File: config.mk
export PLATFORM = sky130hd
export DESIGN_NAME = cepc_top
export DESIGN_NICKNAME = d
export VERILOG_FILES = /design/src/rtl/cepc_pkg.sv /design/src/rtl/cepc_unit.sv /design/src/rtl/cepc_top.sv
export VERILOG_INCLUDE_DIRS = /design/src /design/src/rtl
export SDC_FILE = /design/constraint.sdc
export NUM_CORES = 1
export LEC_CHECK = 0
export BUFFER_PORTS_ARGS = -buffer_cell sky130_fd_sc_hd__buf_2
export CAP_MARGIN = 20
export CORE_UTILIZATION = 35
export CTS_BUF_LIST = sky130_fd_sc_hd__clkbuf_8
export DETAILED_ROUTE_END_ITERATION = 8
export MAX_ROUTING_LAYER = met4
export PLACE_DENSITY = 0.68
export SYNTH_ARGS = -nofsm -noshare
export SYNTH_HDL_FRONTEND = slang
export SYNTH_SLANG_ARGS = --single-unit
File: constraint.sdc
create_clock -name ref_clk -period 5.9 [get_ports ref_clk]
set_input_delay 1.18 -clock ref_clk [delete_from_list [all_inputs] [get_ports ref_clk]]
set_output_delay 1.18 -clock ref_clk [all_outputs]
set_load 0.02 [all_outputs]
File: src/rtl/cepc_regs.svh
// cepc constants: field widths, reset values and encodings
`ifndef CEPC_REGS_SVH
`define CEPC_REGS_SVH
`define CEPC_CNT_W 32
`define CEPC_CNT_RST 32'h0000_0000
`define CEPC_EVT_W 4
`define CEPC_NUM_EVT 16
`define CEPC_MODE_DIS 2'h0
`define CEPC_MODE_USER 2'h1
`define CEPC_MODE_SUP 2'h2
`define CEPC_MODE_BOTH 2'h3
`define CEPC_EVT_STALL 4'h0
`define CEPC_EVT_CHIT 4'h1
`define CEPC_EVT_CMISS 4'h2
`define CEPC_EVT_LOOP 4'h3
`define CEPC_EVT_BRANCH 4'h4
`define CEPC_EVT_IRQ 4'h5
`define CEPC_EVT_LOAD 4'h6
`define CEPC_EVT_STORE 4'h7
`define CEPC_EVT_DMA 4'h8
`endif

File: src/rtl/cepc_pkg.sv
// cepc types
`include "cepc_regs.svh"
package cepc_pkg;
  typedef enum logic {cepc_type_exc, cepc_type_emu} cepc_type_t;
  typedef struct packed {
    logic [1:0] mode;
    cepc_type_t kind;
    logic [`CEPC_EVT_W-1:0] sel;
  } cepc_cfg_t;
  typedef struct packed {
    logic load;
    logic [`CEPC_CNT_W-1:0] value;
  } cepc_load_t;
endpackage

File: src/rtl/cepc_unit.sv
// one monitor instance: counter, mode gate and zero detect
`include "cepc_regs.svh"
module cepc_unit #(
  parameter int CNT_W = `CEPC_CNT_W,
  parameter int NUM_EVT = `CEPC_NUM_EVT
) (
  // clock and reset
  input wire logic ref_clk,
  input wire logic rst_b,
  input wire logic clk_en,
  // control
  input wire logic enable,
  input wire cepc_pkg::cepc_cfg_t cfg,
  input wire cepc_pkg::cepc_load_t ld,
  // core side
  input wire logic [NUM_EVT-1:0] events,
  input wire logic user_mode,
  // results
  output logic [CNT_W-1:0] count,
  output logic hit_exc,
  output logic hit_emu
);
  import cepc_pkg::*;
  typedef struct packed {
    logic [CNT_W-1:0] cnt;
  } cepc_ust_t;
  cepc_ust_t st_r;
  cepc_ust_t st_nxt;
  logic mode_ok;
  logic ev;
  logic wrap;
  // load value is only as wide as the documented counter
  if (CNT_W < 2 || CNT_W > `CEPC_CNT_W || NUM_EVT < 1 ||
      NUM_EVT > (1 << `CEPC_EVT_W)) begin : g_bad_param
    $error("cepc_unit: bad parameters");
  end
  always_comb begin
    case (cfg.mode)
      `CEPC_MODE_USER: mode_ok = user_mode; // [RL4]
      `CEPC_MODE_SUP: mode_ok = !user_mode; // [RL4]
      `CEPC_MODE_BOTH: mode_ok = 1'b1; // [RL4]
      default: mode_ok = 1'b0; // [RL4]
    endcase
    ev = (32'(cfg.sel) < NUM_EVT) ? events[cfg.sel] : 1'b0; // [RL5]
    st_nxt = st_r;
    wrap = 1'b0;
    if (ld.load) begin
      st_nxt.cnt = CNT_W'(ld.value);
    end else if (enable && mode_ok && ev) begin // [RL7]
      st_nxt.cnt = st_r.cnt + 1'b1; // [RL1]
      wrap = (st_nxt.cnt == '0); // [RL2]
    end
  end
  always_ff @(posedge ref_clk or negedge rst_b) begin
    if (!rst_b) begin
      st_r <= '0;
    end else if (clk_en) begin
      st_r <= st_nxt;
    end
  end
  // wrap strobes for the next edge; the top registers them
  assign count = st_r.cnt;
  assign hit_exc = wrap && (cfg.kind == cepc_type_exc); // [RL3]
  assign hit_emu = wrap && (cfg.kind == cepc_type_emu); // [RL3]
endmodule

File: src/rtl/cepc_top.sv
// performance monitor top: two instances and reset sync
//
// Operation
// RL1 - 32-bit counter increments on selected event, wraps max to zero
// RL2 - reaching zero raises one notification of the configured kind
// RL3 - exception kind raises exception; emulation kind halts processor
// RL4 - mode selects disabled, user only, supervisor only, or both
// RL5 - event select chooses which core occurrence increments the counter
// RL6 - controller preloads count so wanted occurrence wraps to zero
// RL7 - master enable gates all counting and notification
// RL8 - two independent monitors, each with own mode, type, event, count
`include "cepc_regs.svh"
module cepc_top #(
  parameter int CNT_W = `CEPC_CNT_W,
  parameter int NUM_EVT = `CEPC_NUM_EVT
) (
  // clock and reset
  input wire logic ref_clk,
  input wire logic rst_b,
  input wire logic clk_en,
  // debugger control
  input wire logic enable,
  input wire cepc_pkg::cepc_cfg_t cfg0,
  input wire cepc_pkg::cepc_cfg_t cfg1,
  input wire cepc_pkg::cepc_load_t ld0,
  input wire cepc_pkg::cepc_load_t ld1,
  // core event sources and privilege
  input wire logic [NUM_EVT-1:0] events,
  input wire logic user_mode,
  // results
  output logic [CNT_W-1:0] count0,
  output logic [CNT_W-1:0] count1,
  output logic exc_req,
  output logic emu_halt
);
  import cepc_pkg::*;
  ////////////////////////////////////////////////////////////////////////
  // top state: reset release and combined notifications
  typedef struct packed {
    logic [1:0] sync;
    logic exc;
    logic emu;
  } cepc_top_st_t;
  cepc_top_st_t st_r;
  cepc_top_st_t st_nxt;
  logic rst_int_b;
  logic e0;
  logic e1;
  logic m0;
  logic m1;
  assign rst_int_b = st_r.sync[1];
  ////////////////////////////////////////////////////////////////////////
  // monitor instances
  // the controller presets each count; wrap point chosen by preload [RL6]
  cepc_unit #(.CNT_W(CNT_W), .NUM_EVT(NUM_EVT)) u_mon0 (
    .ref_clk(ref_clk),
    .rst_b(rst_int_b),
    .clk_en(clk_en),
    .enable(enable),
    .cfg(cfg0),
    .ld(ld0),
    .events(events),
    .user_mode(user_mode),
    .count(count0),
    .hit_exc(e0),
    .hit_emu(m0)
  ); // [RL8]
  cepc_unit #(.CNT_W(CNT_W), .NUM_EVT(NUM_EVT)) u_mon1 (
    .ref_clk(ref_clk),
    .rst_b(rst_int_b),
    .clk_en(clk_en),
    .enable(enable),
    .cfg(cfg1),
    .ld(ld1),
    .events(events),
    .user_mode(user_mode),
    .count(count1),
    .hit_exc(e1),
    .hit_emu(m1)
  ); // [RL8]
  ////////////////////////////////////////////////////////////////////////
  // next state; notifications held while clock enable is low
  always_comb begin
    st_nxt = st_r;
    st_nxt.sync = {st_r.sync[0], 1'b1};
    if (!rst_int_b) begin
      st_nxt.exc = 1'b0;
      st_nxt.emu = 1'b0;
    end else if (clk_en) begin
      st_nxt.exc = e0 | e1; // [RL3]
      st_nxt.emu = m0 | m1; // [RL3]
    end
  end
  always_ff @(posedge ref_clk or negedge rst_b) begin
    if (!rst_b) begin
      st_r <= '0;
    end else begin
      st_r <= st_nxt;
    end
  end
  assign exc_req = st_r.exc;
  assign emu_halt = st_r.emu;
endmodule

## Yosys cells after proc, flatten, opt, wreduce, memory -nomap -nowiden

Index checks and enable logic that the tools add are counted.

- Register bits after elaboration: 68
- Output and inout port bits: 66

- Muxes and demuxes: 16
- $lt $le $gt $ge: 2
- Bitwise operators: 4
- Eq/ne operators: 7
- Add/sub/neg operators: 2
- Reductions and logical operators: 15

Operators by type and width:

| operator | number |
|---|---|
| $mux W32 | 4 |
| $add A32 B1 Y32 const B | 2 |
| $logic_not A32 Y1 | 2 |
| $lt A4 B5 Y1 const B | 2 |
| $bmux W1 S4 | 2 |
| $eq A2 B2 Y1 const B | 4 |
| $logic_and A1 B1 Y1 | 8 |
| $mux W1 | 6 |
| $pmux W1 S3 | 2 |
| $eq A2 B1 Y1 const B | 2 |
| $mux W2 | 2 |
| $reduce_and A2 Y1 | 2 |
| $reduce_bool A2 Y1 | 2 |
| $ne A2 B2 Y1 const B | 1 |
| $not A1 Y1 | 2 |
| $or A1 B1 Y1 | 2 |
| $logic_not A1 Y1 | 1 |

## Longest topological paths before layout

- Depth in word-level cells: 10
- Depth in mapped cells: 10
- Mapped depth without buffers: 9

## Modules after synthesis

Synthesis repeated with hierarchy kept, for this count alone.

- Cells, all modules: 731
- Area, all modules: 5871.9 sq um

By module, submodules not included:

| module | times used | area an instance (sq um) | cells each |
|---|---|---|---|
| cepc_unit | 2 | 2870.3 | 360 |
| cepc_top | 1 | 131.4 | 11 |

## Least setup slack after synthesis

OpenSTA, ideal clock, no wires.

- Path kind: input -> register
- Start: input cfg1[2] in the netlist's numbering
- End: register u_mon1.st_r, in the netlist u_mon1.count[10]
- Cell stages on the path: 7
- Slack: 3.048 ns
- Setup time: 0.135 ns
- Arrival time: 2.718 ns
- Buffers on the path: 1
- Cells stage by stage: mux4_1 > mux2i_1 > mux2_2 > nor3b_2 > o21ai_1 > clkbuf_1 > o21ai_0

- Cells in the longest elaborated chain, start to end: 5

RTL lines:

| item | RTL line | RTL |
|---|---|---|
| start: declaration | cepc_top.sv:24 | `input wire cepc_pkg::cepc_cfg_t cfg1,` |
| $bmux W1 S4 | cepc_unit.sv:44 | `ev = (32'(cfg.sel) < NUM_EVT) ? events[cfg.sel] : 1'b0;` |
| $mux W1 (implied by the code) | cepc_unit.sv:44 |  |
| $logic_and A1 B1 Y1 | cepc_unit.sv:49 | `end else if (enable && mode_ok && ev) begin` |
| $reduce_bool A2 Y1 (no source line) | -- |  |
| $reduce_and A2 Y1 (no source line) | -- |  |
| end signal: assignment | cepc_unit.sv:58 | `st_r <= st_nxt;` |
| end: declaration | cepc_unit.sv:27 | `cepc_ust_t st_r;` |

Every way passes these cells. The select of a mux whose other input is x is not followed.
A chain may end at the register's enable or synchronous reset.

## Worst setup path in the final report

- Start: input cfg0[0] in the netlist's numbering
- End: register u_mon0.st_r, in the netlist u_mon0.count[30]

- Cells in the longest elaborated chain, start to end: 5

RTL lines:

| item | RTL line | RTL |
|---|---|---|
| start: declaration | cepc_top.sv:23 | `input wire cepc_pkg::cepc_cfg_t cfg0,` |
| $bmux W1 S4 | cepc_unit.sv:44 |  |
| $mux W1 (implied by the code) | cepc_unit.sv:44 |  |
| $logic_and A1 B1 Y1 | cepc_unit.sv:49 |  |
| $reduce_bool A2 Y1 (no source line) | -- |  |
| $reduce_and A2 Y1 (no source line) | -- |  |
| end signal: assignment | cepc_unit.sv:58 |  |
| end: declaration | cepc_unit.sv:27 |  |

Every way passes these cells. The select of a mux whose other input is x is not followed.

==> results.txt <==
----------------------------------------------------
[Outcome]
  Result of the run ... completed

[Place]
  Last weighted congestion value of the routability-driven placer ... 0.9038
  PortBufs ... 166
  DP HPWL ... 12420 um
  Pre-CTS WS ... 2.084 ns

[STA]
  Transition time of the tightest slew-check pin ... 0.8622 ns
  Final worst-path setup slack ... 2.505 ns
  Sum of negative setup slack ... 0 ns
  Final Skew ... 0.008514 ns
  Final setup violation count ... 0
  Final critical path time including I/O delays and setup ... 3.395 ns
  Final clock period utilization by the worst path ... 57.54%
  Maximum clock frequency ... 294.6 MHz
  Final count of pins violating max slew ... 0
  Count of final hold-check violations ... 0
  Headroom to the max-slew limit ... 42.52%
  Setup repair after global routing missed its margin ... false

[Drt]
  Number of design rule violations left after detail routing ... 0
  Vias/cell ... 5.617
  Vias ... 5853
  Detailed Route WL ... 17120 um
  Final routed wire length divided by cell count ... 16.43 um
  DRC marker count from the first detailed-route iteration ... 352
  Post-DRT Antenna Nets ... 0
  Length of the first detailed-routing pass in iterations ... 5

[Floorplanning]
  X dimension of the die ... 127.1 um
  Core region area ... 15260 um2
  Effective utilization at floorplan ... 35.90%
  Die height ... 127.1 um
  Number of rows created at floorplan ... 45
  Ports ... 167
  Die outline area ... 16150 um2

[Synthesis]
  Cell types occupying the most area after synthesis ... sky130_fd_sc_hd__dfrtp_1 (31%), sky130_fd_sc_hd__o21ai_0 (7.4%), sky130_fd_sc_hd__a21oi_1 (6.5%)
  Share of the synthesized area in the top cell type ... 31.06%
  Number of cells produced by synthesis ... 693
  Synthesized area divided by synthesized cell count ... 7.904 um2
  Async set-or-reset flop fraction in the synthesized netlist ... 100.0%
  Synth cell types ... 70
  Top-count cell post-synth ... sky130_fd_sc_hd__o21ai_0
  Synthesis-stage register bit count ... 68
  Cell type with the highest aggregate area in the netlist ... sky130_fd_sc_hd__dfrtp_1
  Syn nets ... 796
  Synth Warn # ... 0
  Most used flip-flop cell after synthesis ... sky130_fd_sc_hd__dfrtp_1
  Combined area of all synthesized cells ... 5478 um2
  Number of flops mapped to enable cells by yosys ... 0
  Leading cell types by count after synthesis ... sky130_fd_sc_hd__o21ai_0 (81), sky130_fd_sc_hd__a21oi_1 (71), sky130_fd_sc_hd__dfrtp_1 (68)
  Part of the Yosys area used for sequential elements ... 31.06%

[Power and ir drop]
  Static leakage power ... 2.790 nW
  Power density over the cells ... 260.1 nW/um2
  Maximum vdd ir drop ... 147.5 uV

[Critical path]
  Kind of end point of the critical path ... flop
  Worst-path cell with the longest stage delay ... sky130_fd_sc_hd__o21a_1
  Crit Reg-Reg Startpoint ... u_mon1.count[0]
  Required time at the worst-slack endpoint ... 6.14 ns
  Slack of the worst reg-to-reg path ... 2.93 ns
  End of the worst register-to-register path ... emu_halt
  Critical path launch point type ... primary input
  Largest stage delay, worst path ... 0.76 ns
  Maximum net fanout on the critical path ... 23
  Crit path DAT ... 3.63 ns
  List of cells traversed by the critical path ... buf_2, mux4_2, nor2b_1, a211oi_1, a211oi_1, o21a_1, o21ai_0, nand2_1, o21ai_0
  Path depth of the worst reg2reg path ... 9
  Type of the setup path with the least slack ... in -> reg

[Clocking]
  CTS clk-pin slew, worst paths ... 0.08 ns
  Num Clock Sinks ... 68
  Root buffer selected by CTS ... sky130_fd_sc_hd__clkbuf_8
  Maximum count of clock buffers along a single path ... 2
  Number of setup buffers added after CTS ... 0
  Number of buffers added by the clock tree synthesis step ... 9
  Hold buffers post-CTS ... 0
  Clock tree from TritonCTS ... done
  Count of cells resized by post-cts repair ... 0
  # H-tree levels ... 3
  Worst-skew pair later-pin latency ... 0.37 ns

[Layout]
  Fraction of final layout cells sized beyond drive strength 1 ... 27.32%
  Count of antenna diodes in the layout ... 0
  Net count of the finished layout ... 929
  Syn-to-layout area delta ... 21.04%

[Flow run]
  Count of maximum capacitance violations ... 0

[Global routing]
  First-pass GRT wire length ... 27320 um
  Total grt overflow ... 0
  Antenna violations before repair ... 0
  Total routing resource utilization after global routing ... 21.97%
  Largest net degree at the start of global routing ... 64
  Number of global-route vias before repair ... 5292

[Hold path]
  Worst Hold Class ... reg -> async

----------------------------------------------------
## sequential cells by signal (all words and copies together), names as in the netlist
name          flops
u_mon0.count     32
st_nxt            1
emu_halt          1
u_mon1.count     32
exc_req           1
rst_int_b         1
## kinds of logic (layout without fill, tap and decap cells)
kind of cell             Yosys count  in the layout  share of synthesized area, %
multiplexers                      25             25                         6.533
flip-flops                        68             68                         31.06
XOR/XNOR                          22             22                         3.518
adder cells (fa/ha/maj)            2              2                        0.4568
AND/OR/NAND/NOR                  285            285                         28.94
buffers and inverters             62            200                         5.254
AO/OA/AOI/OAI                    228            228                         24.17
other                              1              1                       0.06846
## final cells by class
| class | instances | area, um2 |
|---|---|---|
| fillers | 1595 | 8628 |
| multi-input cells | 563 | 3496 |
| flip-flops and latches | 68 | 1703 |
| repair buffers | 173 | 890.9 |
| well taps | 211 | 264.0 |
| clock buffers | 12 | 165.2 |
| clock inverters | 4 | 70.07 |
| inverters | 11 | 41.29 |
## cell usage in the layout, fill, tap and decap left out, types with 4 or more instances in the layout
cell type	n
sky130_fd_sc_hd__and2_1	9
sky130_fd_sc_hd__nor4_1	16
sky130_fd_sc_hd__buf_2	166
sky130_fd_sc_hd__xnor2_1	14
sky130_fd_sc_hd__clkbuf_8	12
sky130_fd_sc_hd__nor2_1	66
sky130_fd_sc_hd__o22ai_1	16
sky130_fd_sc_hd__mux2i_1	14
sky130_fd_sc_hd__a31oi_1	8
sky130_fd_sc_hd__xor2_1	8
sky130_fd_sc_hd__o21ai_0	81
sky130_fd_sc_hd__inv_1	10
sky130_fd_sc_hd__nor3b_1	7
sky130_fd_sc_hd__and4_1	4
sky130_fd_sc_hd__mux4_2	7
sky130_fd_sc_hd__dfrtp_1	67
sky130_fd_sc_hd__nand2_1	66
sky130_fd_sc_hd__a22oi_1	14
sky130_fd_sc_hd__buf_4	6
sky130_fd_sc_hd__nand4_1	28
sky130_fd_sc_hd__and3_1	11
sky130_fd_sc_hd__a21oi_1	71
sky130_fd_sc_hd__nand3_1	20
sky130_fd_sc_hd__nor3_1	24
## routing by layer
metal,GRT usage [%],share of wire (%),vias up
li1,-,-,2856
met1,26.71,43,2768
met2,36.49,50,204
met3,4.020,5.3,25
met4,7.983,2.0,0
met5,-,0,-
## stage by stage
stage | utilization (%) | hold WS (ns) | instance area [um2] | power (mW) | instances
3_5_place_dp | 41.81 | 0.3434 | 6380 | 1.266 | 1025
6_report | 43.45 | 0.3571 | 6630 | 1.724 | 1042
2_1_floorplan | - | 0.3312 | 5478 | 1.064 | 693
4_1_cts | 43.35 | 0.3601 | 6615 | 1.736 | 1041
5_1_grt | 43.45 | 0.3726 | 6630 | 1.827 | 1042
3_3_place_gp | 41.81 | 0.3336 | 6380 | 1.257 | 1025
## worst max-delay path: cells and delay by family
family | cells | cell delay, ns
buffers and inverters | 1 | 0.14
and+or+nand+nor | 2 | 0.25
muxes | 1 | 0.34
AOI/OAI and AO/OA | 5 | 1.72
## worst max path at each step
stage / endpoint / slack [ns] / start
global placement: u_mon0.count[30] / 2.10 / cfg0[0]
CTS: u_mon0.count[8] / 2.48 / cfg0[0]
detailed placement: u_mon0.count[8] / 2.08 / cfg0[0]
floorplan: u_mon1.count[10] / 3.05 / cfg1[2]
global route: u_mon0.count[30] / 2.30 / cfg0[0]
finish: u_mon0.count[30] / 2.51 / cfg0[0]
## report_power, final
part / internal, mW / switching, mW
Combinational: 0.216 / 0.327
Sequential: 0.545 / 0.175
Clock: 0.271 / 0.190
Note: power is estimated with default switching activity, not from simulation.
